## config.mk

```make
export PLATFORM = sky130hd
export DESIGN_NAME = output_mode_regs
export DESIGN_NICKNAME = d
export VERILOG_FILES = /design/src/analog_out_pkg.sv /design/src/scan_if.sv /design/src/pin_sync.sv /design/src/scan_sequencer.sv /design/src/output_mode_regs.sv
export SDC_FILE = /design/constraint.sdc
export NUM_CORES = 1
export LEC_CHECK = 0
export ABC_AREA = 0
export BUFFER_PORTS_ARGS = -buffer_cell sky130_fd_sc_hd__clkbuf_2
export CAP_MARGIN = 40
export CORE_MARGIN = 2
export CORE_UTILIZATION = 52
export DETAILED_ROUTE_END_ITERATION = 6
export PLACE_DENSITY = 0.93
export SETUP_SLACK_MARGIN = 0.4
export SYNTH_ARGS = -nofsm -noshare
export SYNTH_HDL_FRONTEND = slang
export SYNTH_SLANG_ARGS = --single-unit
```

## constraint.sdc

```tcl
create_clock -name clk_i -period 2.5 [get_ports clk_i]
set_input_delay 0.125 -clock clk_i [delete_from_list [all_inputs] [get_ports clk_i]]
set_output_delay 0.125 -clock clk_i [all_outputs]
set_load 0.03 [all_outputs]
```

## src/analog_out_pkg.sv

```systemverilog
// constants shared by the output-mode register block and its helpers
// assumes a single 40 MHz clock domain with synchronous reset
package analog_out_pkg;
    // register offsets, base relative
    localparam logic [3:0] OFS_DMA_CLEAR = 4'h0;
    localparam logic [3:0] OFS_CONFIG    = 4'h4;
    localparam logic [3:0] OFS_IRQ2_CLR  = 4'h4;
    // field positions in output_mode_config
    localparam int CFG_SCAN    = 0;
    localparam int CFG_REF     = 1;
    localparam int CFG_LOW_OE  = 2;
    localparam int CFG_HIGH_OE = 3;
    localparam int CFG_CLK_IN  = 4;
    localparam int CFG_CLK_OUT = 5;
    localparam int CFG_DMA_STY = 6;
    localparam int CFG_WIDTH   = 7;
    localparam logic [CFG_WIDTH-1:0] CFG_RESET = 7'h00;
    // positions of the pins inside the synchroniser vector
    localparam int SYN_EXT    = 0;
    localparam int SYN_CNT2   = 1;
    localparam int SYN_HALF   = 2;
    localparam int SYN_ACK    = 3;
    localparam int SYN_UPD    = 4;
    localparam int SYN_DIO    = 5;
    localparam int SYN_WIDTH  = 13;
    // resting pin levels: the active-low pins idle high, so reset must not fake an edge
    localparam logic [SYN_WIDTH-1:0] SYN_IDLE = 13'h001d;
    localparam int DAC_WIDTH  = 16;
    localparam int CH_WIDTH   = 4;
    // sequencer states
    typedef enum logic [2:0] {
        SEQ_IDLE = 3'b001,
        SEQ_FILL = 3'b010,
        SEQ_HOLD = 3'b100
    } seq_state_e;
endpackage : analog_out_pkg

```

## src/scan_if.sv

```systemverilog
// signals between the register block and the channel sequencer
// assumes both ends run on the same clock
`timescale 1ns/100ps
`default_nettype none
interface scan_if;
    logic                                   scan_enable;
    logic                                   fifo_enable;
    logic [analog_out_pkg::CH_WIDTH-1:0]    last_channel;
    logic                                   update_rise;
    logic                                   update_fall;
    logic                                   fifo_valid;
    logic [analog_out_pkg::DAC_WIDTH-1:0]   fifo_data;
    logic                                   fifo_pop;
    logic                                   dac_write;
    logic [analog_out_pkg::CH_WIDTH-1:0]    dac_channel;
    logic [analog_out_pkg::DAC_WIDTH-1:0]   dac_data;
    logic                                   dac_load;
    modport ctrl (output scan_enable, fifo_enable, last_channel, update_rise, update_fall,
                  fifo_valid, fifo_data, input fifo_pop, dac_write, dac_channel, dac_data, dac_load);
    modport seq (input scan_enable, fifo_enable, last_channel, update_rise, update_fall,
                 fifo_valid, fifo_data, output fifo_pop, dac_write, dac_channel, dac_data, dac_load);
endinterface : scan_if
`default_nettype wire

```

## src/pin_sync.sv

```systemverilog
// two-stage synchroniser with edge pulses for a vector of pins
// assumes pins are asynchronous to clk_i
`timescale 1ns/100ps
`default_nettype none
module pin_sync #(
    parameter int               WIDTH = 1,
    // resting level of each pin, so no false edge follows reset
    parameter logic [WIDTH-1:0] IDLE  = '0
) (
    input  wire logic             clk_i,
    input  wire logic             reset_i,
    input  wire logic [WIDTH-1:0] pin_i,
    output logic      [WIDTH-1:0] level_o,
    output logic      [WIDTH-1:0] rise_o,
    output logic      [WIDTH-1:0] fall_o
);
    typedef struct packed {
        logic [WIDTH-1:0] meta;
        logic [WIDTH-1:0] sync;
        logic [WIDTH-1:0] prev;
    } sync_s;
    sync_s state;
    sync_s next_state;

    // meta is only ever read by sync
    always_comb begin
        next_state.meta = pin_i;
        next_state.sync = state.meta;
        next_state.prev = state.sync;
    end

    always_ff @(posedge clk_i) begin
        if (reset_i) begin
            state <= {IDLE, IDLE, IDLE};
        end else begin
            state <= next_state;
        end
    end

    // edge detect per pin
    for (genvar i = 0; i < WIDTH; i++) begin : g_edge
        assign rise_o[i] = state.sync[i] & ~state.prev[i];
        assign fall_o[i] = ~state.sync[i] & state.prev[i];
    end
    assign level_o = state.sync;
endmodule : pin_sync
`default_nettype wire

```

## src/scan_sequencer.sv

```systemverilog
// moves fifo words into dac channels, single channel or scanned
// assumes update edges arrive already synchronised
`timescale 1ns/100ps
`default_nettype none
module scan_sequencer (
    input  wire logic clk_i,
    input  wire logic reset_i,
    scan_if.seq       link
);
    typedef struct packed {
        analog_out_pkg::seq_state_e                 fsm;
        logic [analog_out_pkg::CH_WIDTH-1:0]        ch;
        logic                                       pop;
        logic                                       wr;
        logic                                       load;
        logic [analog_out_pkg::DAC_WIDTH-1:0]       data;
    } seq_s;
    seq_s state;
    seq_s next_state;
    logic take;

    // a word is taken at most every other cycle, the pop retires it
    assign take = link.fifo_valid && !state.pop;

    always_comb begin
        next_state      = state;
        next_state.pop  = 1'b0;
        next_state.wr   = 1'b0;
        next_state.load = 1'b0;
        if (!link.scan_enable) begin
            next_state.fsm = analog_out_pkg::SEQ_IDLE;
            if (link.fifo_enable && take) begin
                next_state.pop  = 1'b1;
                next_state.wr   = 1'b1;
                next_state.ch   = link.last_channel;
                next_state.data = link.fifo_data;
            end
        end else begin
            case (state.fsm)
                analog_out_pkg::SEQ_IDLE: begin
                    if (link.update_rise) begin
                        next_state.fsm = analog_out_pkg::SEQ_FILL;
                        next_state.ch  = '0;
                    end
                end
                analog_out_pkg::SEQ_FILL: begin
                    if (take) begin
                        next_state.pop  = 1'b1;
                        next_state.wr   = 1'b1;
                        next_state.data = link.fifo_data;
                        next_state.ch   = state.ch;
                        if (state.ch == link.last_channel) begin
                            next_state.fsm = analog_out_pkg::SEQ_HOLD;
                        end
                    end
                    if (state.wr && state.fsm == analog_out_pkg::SEQ_FILL) begin
                        next_state.ch = state.ch + 4'h1;
                    end
                end
                analog_out_pkg::SEQ_HOLD: begin
                    if (link.update_fall) begin
                        next_state.load = 1'b1;
                    end
                    if (link.update_rise) begin
                        next_state.fsm = analog_out_pkg::SEQ_FILL;
                        next_state.ch  = '0;
                    end
                end
                default: next_state.fsm = analog_out_pkg::SEQ_IDLE;
            endcase
        end
    end

    always_ff @(posedge clk_i) begin
        if (reset_i) begin
            state     <= '0;
            state.fsm <= analog_out_pkg::SEQ_IDLE;
        end else begin
            state <= next_state;
        end
    end

    assign link.fifo_pop    = state.pop;
    assign link.dac_write   = state.wr;
    assign link.dac_channel = state.ch;
    assign link.dac_data    = state.data;
    assign link.dac_load    = state.load;
endmodule : scan_sequencer
`default_nettype wire

```

## src/output_mode_regs.sv

```systemverilog
// write-only output-mode register bank of a multi-channel analog board
// assumes a word-wide host write strobe on clk_i, async pins synchronised here
`timescale 1ns/100ps
`default_nettype none
module output_mode_regs #(
    parameter int CHANNELS = 10
) (
    input  wire logic                                   clk_i,
    input  wire logic                                   reset_i,
    // host write port
    input  wire logic                                   bus_write_i,
    input  wire logic                                   bus_word16_i,
    input  wire logic [3:0]                             bus_offset_i,
    input  wire logic [15:0]                            bus_wdata_i,
    // settings held elsewhere on the board
    input  wire logic                                   group2_write_select_i,
    input  wire logic                                   counter2_irq_enable_i,
    input  wire logic                                   ext_irq_enable_i,
    input  wire logic                                   dma_enable_bit_i,
    input  wire logic                                   fifo_enable_i,
    input  wire logic [analog_out_pkg::CH_WIDTH-1:0]    channel_select_field_i,
    // same-clock fifo and dma controller
    input  wire logic                                   dma_tc_i,
    input  wire logic                                   fifo_full_i,
    input  wire logic                                   fifo_valid_i,
    input  wire logic [analog_out_pkg::DAC_WIDTH-1:0]   fifo_data_i,
    input  wire logic                                   dio_write_i,
    input  wire logic [7:0]                             dio_wdata_i,
    // asynchronous pins
    input  wire logic                                   ext_update_input_n_i,
    input  wire logic                                   counter2_out_i,
    input  wire logic                                   fifo_half_flag_n_i,
    input  wire logic                                   dma_ack_n_i,
    input  wire logic                                   update_n_i,
    input  wire logic [7:0]                             dio_pin_i,
    // outputs
    output logic                                        dma_request_o,
    output logic                                        irq2_o,
    output logic                                        dma_irq_status_o,
    output logic                                        internal_ext_update_o,
    output logic                                        timing_clock_oe_o,
    output logic                                        timing_clock_select_o,
    output logic                                        reference_output_enable_o,
    output logic [7:0]                                  dio_pin_o,
    output logic [7:0]                                  dio_pin_oe_o,
    output logic [7:0]                                  dio_read_o,
    output logic                                        fifo_pop_o,
    output logic                                        dac_write_o,
    output logic [analog_out_pkg::CH_WIDTH-1:0]         dac_channel_o,
    output logic [analog_out_pkg::DAC_WIDTH-1:0]        dac_data_o,
    output logic                                        dac_load_o
);
    // the channel field is four bits wide
    if (CHANNELS < 1 || CHANNELS > 16) begin : g_bad_channels
        $error("CHANNELS must lie between 1 and 16");
    end

    typedef struct packed {
        logic [analog_out_pkg::CFG_WIDTH-1:0] cfg;
        logic       irq2;
        logic       dma_irq;
        logic       dma_req;
        logic       int_ext;
        logic [7:0] dio_out;
        logic [7:0] dio_oe;
        logic [7:0] dio_rd;
    } regs_s;
    regs_s state;
    regs_s next_state;

    logic [analog_out_pkg::SYN_WIDTH-1:0] pin_raw;
    logic [analog_out_pkg::SYN_WIDTH-1:0] pin_lvl;
    logic [analog_out_pkg::SYN_WIDTH-1:0] pin_rise;
    logic [analog_out_pkg::SYN_WIDTH-1:0] pin_fall;
    logic write_ok;
    logic cfg_hit;
    logic irq2_clr;
    logic dma_clr;
    logic irq2_set;
    logic dma_set;
    logic req_next;

    scan_if link ();

    // every asynchronous pin passes two flip-flops first
    assign pin_raw = {dio_pin_i, update_n_i, dma_ack_n_i, fifo_half_flag_n_i,
                      counter2_out_i, ext_update_input_n_i};

    pin_sync #(
        .WIDTH (analog_out_pkg::SYN_WIDTH),
        .IDLE  (analog_out_pkg::SYN_IDLE)
    ) u_sync (
        .clk_i   (clk_i),
        .reset_i (reset_i),
        .pin_i   (pin_raw),
        .level_o (pin_lvl),
        .rise_o  (pin_rise),
        .fall_o  (pin_fall)
    );

    assign write_ok = bus_write_i && bus_word16_i;

    assign cfg_hit  = write_ok && !group2_write_select_i
                      && bus_offset_i == analog_out_pkg::OFS_CONFIG;
    assign irq2_clr = write_ok && group2_write_select_i
                      && bus_offset_i == analog_out_pkg::OFS_IRQ2_CLR;
    assign dma_clr  = write_ok && group2_write_select_i
                      && bus_offset_i == analog_out_pkg::OFS_DMA_CLEAR;

    assign irq2_set = (counter2_irq_enable_i && pin_rise[analog_out_pkg::SYN_CNT2])
                      || (ext_irq_enable_i && pin_fall[analog_out_pkg::SYN_EXT]);

    assign dma_set = dma_enable_bit_i ? dma_tc_i
                                      : pin_fall[analog_out_pkg::SYN_HALF];

    // request style from the configuration
    always_comb begin
        req_next = 1'b0;
        if (dma_enable_bit_i) begin
            req_next = !fifo_full_i;
            if (state.cfg[analog_out_pkg::CFG_DMA_STY] && !pin_lvl[analog_out_pkg::SYN_ACK]) begin
                req_next = 1'b0;
            end
        end
    end

    // next register state; a set always wins over a clear in the same cycle
    always_comb begin
        next_state = state;
        if (cfg_hit) begin
            next_state.cfg = bus_wdata_i[analog_out_pkg::CFG_WIDTH-1:0];
        end
        if (irq2_clr) begin
            next_state.irq2 = 1'b0;
        end
        if (irq2_set) begin
            next_state.irq2 = 1'b1;
        end
        if (dma_clr) begin
            next_state.dma_irq = 1'b0;
        end
        if (dma_set) begin
            next_state.dma_irq = 1'b1;
        end
        next_state.dma_req = req_next;
        next_state.int_ext = !pin_lvl[analog_out_pkg::SYN_EXT];
        if (dio_write_i) begin
            next_state.dio_out = dio_wdata_i;
        end
        next_state.dio_oe[7:4] = {4{state.cfg[analog_out_pkg::CFG_HIGH_OE]}};
        next_state.dio_oe[3:0] = {4{state.cfg[analog_out_pkg::CFG_LOW_OE]}};
        next_state.dio_rd = pin_lvl[analog_out_pkg::SYN_DIO +: 8];
    end

    always_ff @(posedge clk_i) begin
        if (reset_i) begin
            state <= '0;
            state.cfg <= analog_out_pkg::CFG_RESET;
        end else begin
            state <= next_state;
        end
    end

    // hand the scan settings and update edges to the sequencer
    assign link.scan_enable  = state.cfg[analog_out_pkg::CFG_SCAN];
    assign link.fifo_enable  = fifo_enable_i;
    assign link.last_channel = channel_select_field_i;
    assign link.update_rise  = pin_rise[analog_out_pkg::SYN_UPD];
    assign link.update_fall  = pin_fall[analog_out_pkg::SYN_UPD];
    assign link.fifo_valid   = fifo_valid_i;
    assign link.fifo_data    = fifo_data_i;

    scan_sequencer u_seq (
        .clk_i   (clk_i),
        .reset_i (reset_i),
        .link    (link.seq)
    );

    // outputs straight from flip-flops
    assign dma_request_o             = state.dma_req;
    assign irq2_o                    = state.irq2;
    assign dma_irq_status_o          = state.dma_irq;
    assign internal_ext_update_o     = state.int_ext;
    assign timing_clock_oe_o         = state.cfg[analog_out_pkg::CFG_CLK_OUT];
    assign timing_clock_select_o     = state.cfg[analog_out_pkg::CFG_CLK_IN];
    assign reference_output_enable_o = state.cfg[analog_out_pkg::CFG_REF];
    assign dio_pin_o                 = state.dio_out;
    assign dio_pin_oe_o              = state.dio_oe;
    assign dio_read_o                = state.dio_rd;
    assign fifo_pop_o                = link.fifo_pop;
    assign dac_write_o               = link.dac_write;
    assign dac_channel_o             = link.dac_channel;
    assign dac_data_o                = link.dac_data;
    assign dac_load_o                = link.dac_load;
endmodule : output_mode_regs
`default_nettype wire

```

==> summary.txt, run 1 <==
outcome: complete, no violations
storage element area: 0.00168 sq mm
layout cells sized above 1: 0.387
DIE AREA: 0.00696 sq mm
Buffers on Ports: 118
latest clock arrival within the worst-skew pair: 0.34 ns
Max Freq: 0.579 GHz
pwr/cell area: 699 mW/mm^2
core region area: 0.00603 sq mm
met3 Use GR: 0.0567
Overall Global Routing Usage: 0.184
#FFs+latches synth: 84
Diodes inserted: 0
min setup slack post-route: 0.774 ns
initial DRC count: 59
Synth Instances: 314
M2 GR Usage: 0.326
Num CTS Buffers: 9
Final Critical Period: 1.73 ns
multi-input logic area: 0.00118 sq mm
Routed Antenna Nets: 0
period utilization: 0.690
filler cell count: 468
dpl hpwl: 4.33 mm
total number of vias: 2322
Yosys warning count: 0
CTS Root Cell: clkbuf_8
Worst Setup Path Type: flop to flop
setup violators final: 0
RSZ-0062 raised after global routing: false
worst-margin pin slew: 0.703 ns
Final Util: 0.657
Hold Path Class: input pin to flop
final slew viol count: 0
Critical Path Start Type: flop
fraction of registers with async set/reset: 0
global-route wire length before repair: 10.3 mm
maximum clock insertion buffer count: 2
WL per Instance: 12.8 microns
# DRC: 0
die height: 83.4 microns
initial antenna violation count: 0
Sink Count: 84
fin cells: 481
Fin Hold WS: 0.00884 ns
worst path required time: 2.76 ns
critical path capture point type: flop
Most used DFF post-synth: dfxtp_1
max cap viols: 0
drt first pass iters: 4
I/O Pins: 128
crit-path max FO: 10
RePlAce Congestion: 0.757
GRT busiest layer: met2
placed cells: 450
register area share after synthesis: 0.512
Critical Path AT: 1.99 ns
skew final: 0.00696 ns
largest net degree at the start of global routing: 33
P&R area growth vs syn: 20.7%
Initial Util: 0.545
Netlist cell types: 41
Reg clk slew, reported paths: 0.08 ns
H-tree depth: 3
peak supply drop: 468 uV
vias in the first global route: 2302
Avg Cell Area, Syn: 10.5 sq um
Die W: 83.4 microns
Synthesized Nets: 389
setup TNS: 0 ns
gr ovfl total: 0
Nets: 476
synthesized cell area: 0.00328 sq mm
DR vias/cell: 4.83
met1 usage: 0.203
Hold Vio Cnt, Final: 0
setup slack at placement: 0.811 ns
final wirelength: 6.16 mm
Post-synth EDFFs: 0
num rows: 28
Slew headroom: 0.525
cell leakage power: 1.94 nW
CTS tree: yes
## report_power, final
group / switching, mW / internal (mW)
Clock: 0.467 / 0.594
Combinational: 0.161 / 0.133
Sequential: 0.0252 / 1.39
Total: 0.653 / 2.12
## cell usage in the layout, fill, tap and decap left out, drive strengths merged, types with 3 or more instances in the layout
| cell | n |
|---|---|
| nor2 | 35 |
| dfxtp | 84 |
| dlygate4sd3 | 15 |
| nand2 | 4 |
| nand2b | 5 |
| inv | 3 |
| clkbuf | 129 |
| mux2i | 32 |
| nor2b | 32 |
| a21oi | 5 |
| buf | 4 |
| nor3b | 4 |
| or2 | 11 |
| xnor2 | 4 |
## final timing paths
| check | startpoint | to | slack (ns) | cells after the start |
|---|---|---|---|---|
| setup reg to reg | link.scan_enable | u_seq.link.dac_channel[1] | 0.77 | 4 |
| setup / recovery | link.scan_enable | u_seq.link.dac_channel[1] | 0.77 | 4 |
| hold / removal | bus_wdata_i[0] | link.scan_enable | 0.009 | 3 |
| hold reg to reg | u_sync.next_state[17] | u_sync.level_o[4] | 0.41 | 1 |
## area by class of cell
cell class / count / area share
Timing Repair Buffer: 137 / 0.195
Clock inverter: 5 / 0.0212
Inverter: 2 / 0.00190
Clock buffer: 11 / 0.0357
Multi-Input combinational cell: 167 / 0.298
Tap cell: 75 / 0.0237
Sequential cell: 84 / 0.425
## per-stage QoR
stage          power, mW  instance area (sq um)
2_1_floorplan       1.66                   3280
3_3_place_gp        1.71                   3580
3_5_place_dp        1.72                   3580
4_1_cts             2.80                   3950
5_1_grt             2.90                   3960
6_report            2.77                   3960
## layer usage
layer  up-vias  wire length, microns  part of all wire
li1       1166                     -                 -
met1      1067                  2540              0.41
met2        81                  3070              0.50
met3         8                   479             0.078
met4         0                    70             0.011
met5         -                     0                 0
## cells by family after synthesis
kind of cell	after synthesis	synth area share
and+or+nand+nor	105	0.182
DFF	84	0.512
buffers and inverters	63	0.129
muxes	32	0.0976
AOI/OAI and AO/OA	23	0.0591
xor gates and xnor gates	6	0.0160
adders and majority gates	1	0.00381
## worst max-delay path, cell delays in order (launching register included)
cell	delay [ns]
dfxtp_1	0.41
nor4bb_1	0.67
a21o_1	0.22
a21oi_1	0.10
a311oi_2	0.25
## repair_timing
| item | in CTS | in global routing |
|---|---|---|
| resized for setup | 0 | 0 |
| hold buffers | 14 | 1 |
| buffers inserted | 0 | 0 |
| endpoints found under the hold margin | 14 | 1 |
## registers in the layout, indices dropped and copies added (netlist names)
| name | flops |
|---|---|
| dio_pin_o | 8 |
| dio_pin_oe_o | 2 |
| dio_read_o | 8 |
| dma_irq_status_o | 1 |
| dma_request_o | 1 |
| internal_ext_update_o | 1 |
| irq2_o | 1 |
| link.scan_enable | 1 |
| next_state | 2 |
| reference_output_enable_o | 1 |
| state | 1 |
| timing_clock_oe_o | 1 |
| timing_clock_select_o | 1 |
| u_seq.link.dac_channel | 4 |
| u_seq.link.dac_data | 16 |
| u_seq.link.dac_load | 1 |
| u_seq.link.fifo_pop | 1 |
| u_seq.state | 3 |
| u_sync.level_o | 13 |
| u_sync.next_state | 13 |
| u_sync.state | 4 |
## synth_stat cells (4+ instances only)
cell | n | share of area
nor2_1 | 35 | 0.040
or2_2 | 11 | 0.021
buf_4 | 47 | 0.11
xnor2_1 | 4 | 0.011
dfxtp_1 | 84 | 0.51
a21oi_1 | 5 | 0.0076
nor3b_1 | 4 | 0.0092
clkbuf_1 | 11 | 0.013
nand2_1 | 4 | 0.0046
nor2b_1 | 32 | 0.061
mux2i_1 | 32 | 0.098
nand2b_1 | 5 | 0.0095
Power figures use the tool's default switching activity.
==> run 2: changes to the inputs <==
--- a/config.mk
+++ b/config.mk
@@ -9,9 +9,9 @@
 export BUFFER_PORTS_ARGS = -buffer_cell sky130_fd_sc_hd__clkbuf_2
 export CAP_MARGIN = 40
 export CORE_MARGIN = 2
-export CORE_UTILIZATION = 52
+export CORE_UTILIZATION = 48
 export DETAILED_ROUTE_END_ITERATION = 6
-export PLACE_DENSITY = 0.93
+export PLACE_DENSITY = 0.87
 export SETUP_SLACK_MARGIN = 0.4
 export SYNTH_ARGS = -nofsm -noshare
 export SYNTH_HDL_FRONTEND = slang
==> constraint.sdc (replaced) <==
create_clock -name clk_i -period 1.8 [get_ports clk_i]
set_input_delay 0.09 -clock clk_i [delete_from_list [all_inputs] [get_ports clk_i]]
set_output_delay 0.09 -clock clk_i [all_outputs]
set_load 0.03 [all_outputs]
==> run 2 against run 1 <==
  * Critical path type unchanged
  * Clock skew increased by 0.0031 ns
  * Largest power group unchanged
  * Clock power is 28% higher
  * Flip-flop and latch count unchanged
  * Final cell count rose by 8.1%
==> summary.txt, run 2 (synthesis results as in run 1) <==
period utilization: 0.870 (was 0.690)
Final Total Pwr: 3.82 mW (was 2.77 mW)
Hold Path Class: input pin to flop (unchanged)
Sink Count: 84 (unchanged)
fin cells: 520 (was 481)
Hold Vio Cnt, Final: 0 (unchanged)
worst path required time: 2.06 ns (was 2.76 ns)
Critical Path AT: 1.83 ns (was 1.99 ns)
Diodes inserted: 0 (unchanged)
dpl hpwl: 4.27 mm (was 4.33 mm)
latest clock arrival within the worst-skew pair: 0.34 ns (about the same)
CTS tree: yes (unchanged)
Critical Path Start Type: flop (unchanged)
DR vias/cell: 4.83 (about the same)
Fin Hold WS: 0.0170 ns (was 0.00884 ns)
# DRC: 0 (unchanged)
outcome: complete, no violations (unchanged)
global-route wire length before repair: 10.9 mm (was 10.3 mm)
num rows: 30 (was 28)
crit-path max FO: 6 (was 10)
vias in the first global route: 2481 (was 2302)
Num CTS Buffers: 9 (unchanged)
RSZ-0062 raised after global routing: true (was false)
die height: 86.7 microns (was 83.4 microns)
setup TNS: 0 ns (unchanged)
drt first pass iters: 4 (unchanged)
core region area: 0.00672 sq mm (was 0.00603 sq mm)
max cap viols: 0 (unchanged)
Largest register FFs: 16 (unchanged)
Worst Setup Path Type: flop to flop (unchanged)
worst-margin pin slew: 0.517 ns (was 0.703 ns)
Max Freq: 0.639 GHz (was 0.579 GHz)
most frequent cells in the layout: clkbuf_2 (118), dfxtp_1 (79), dlygate4sd3_1 (43), nor2_1 (35), nor2b_1 (32) (was clkbuf_2 (118), dfxtp_1 (84), nor2_1 (35), nor2b_1 (32), mux2i_1 (32))
CTS Root Cell: clkbuf_8 (unchanged)
peak supply drop: 831 uV (was 468 uV)
final slew viol count: 0 (unchanged)
Nets: 510 (was 476)
Final Util: 0.652 (was 0.657)
Buffers on Ports: 118 (unchanged)
RePlAce Congestion: 0.909 (was 0.757)
min setup slack post-route: 0.234 ns (was 0.774 ns)
H-tree depth: 3 (unchanged)
setup violators final: 0 (unchanged)
I/O Pins: 128 (unchanged)
final wirelength: 7.38 mm (was 6.16 mm)
initial DRC count: 72 (was 59)
WL per Instance: 14.2 microns (was 12.8 microns)
maximum clock insertion buffer count: 2 (unchanged)
Final Critical Period: 1.57 ns (was 1.73 ns)
skew final: 0.0101 ns (was 0.00696 ns)
largest net degree at the start of global routing: 47 (was 33)
layout cells sized above 1: 0.400 (was 0.387)
placed cells: 456 (was 450)
gr ovfl total: 0 (unchanged)
Post-DP Area: 0.00361 sq mm (was 0.00358 sq mm)
Die W: 86.7 microns (was 83.4 microns)
filler cell count: 520 (was 468)
Reg clk slew, reported paths: 0.09 ns (was 0.08 ns)
Routed Antenna Nets: 0 (unchanged)
fin area: 0.00438 sq mm (was 0.00396 sq mm)
critical path capture point type: flop (unchanged)
cell leakage power: 2.11 nW (was 1.94 nW)
initial antenna violation count: 0 (unchanged)
DIE AREA: 0.00751 sq mm (was 0.00696 sq mm)
setup slack at placement: 0.156 ns (was 0.811 ns)
P&R area growth vs syn: 33.5% (was 20.7%)
Slew headroom: 0.655 (was 0.525)
total number of vias: 2509 (was 2322)
commonest non-fill, non-tap cell in the layout: clkbuf_2 (unchanged)
Initial Util: 0.488 (was 0.545)
pwr/cell area: 873 mW/mm^2 (was 699 mW/mm^2)
Overall Global Routing Usage: 0.186 (was 0.184)
-- run 2: cell count changes in the layout (fill, tap and decap cells not counted), moves of 4 or more --
| cell | delta |
|---|---|
| dfxtp_1 | -5 |
| dlygate4sd3_1 | +28 |
| mux2i_1 | -4 |
| dfxtp_4 | +4 |
| buf_4 | +4 |
-- run 2: power breakdown --
part	internal (mW)	total (mW)	leakage, nW	switching [mW]
registers	1.93	1.96	0.691	0.0382
clock network	0.660	1.36	0.101	0.701
logic	0.244	0.499	1.31	0.255
total	2.83	3.82	2.11	0.995
-- run 2: critical path, stage by stage, from the launching register on --
cell and delay [ns]:
dfxtp_4 0.37, or4b_4 0.52, a21o_1 0.23, and2_4 0.20
a311oi_2 0.18
-- run 2: layout make-up --
cell class / instances / area [sq um] / area share
tap: 80 / 100 / 0.0229
clock buffer: 9 / 124 / 0.0283
multi-input combinational: 167 / 1240 / 0.284
clock inverter: 7 / 81.3 / 0.0186
timing repair buffer: 171 / 1130 / 0.257
sequential: 84 / 1700 / 0.388
inverter: 2 / 7.51 / 0.00171
-- run 2: what timing repair did --
action	CTS	global route
pin swaps	1	2
buffers inserted	3	1
endpoints found under the setup margin	21	19
hold buffers	43	0
cloned	1	0
gates resized for setup	11	9
endpoints found under the hold margin	43	0
-- run 2: worst paths after layout --
kind	cells after the start	endpoint	slack (ns)	from
worst min-delay path	3	u_seq.link.dac_data[2]	0.02	fifo_data_i[2]
worst max-delay path	4	u_seq.link.dac_channel[1]	0.23	u_seq.state[23]
worst min register to register	1	u_sync.level_o[0]	0.41	u_sync.next_state[13]
worst max register to register	4	u_seq.link.dac_channel[1]	0.23	u_seq.state[23]
-- run 2: layer usage --
| metal | wire length, microns | up-vias | track usage |
|---|---|---|---|
| li1 | - | 1236 | - |
| met1 | 2960 | 1159 | 0.197 |
| met2 | 3810 | 96 | 0.339 |
| met3 | 453 | 18 | 0.0638 |
| met4 | 159 | 0 | 0.0696 |
| met5 | 0 | - | 0 |
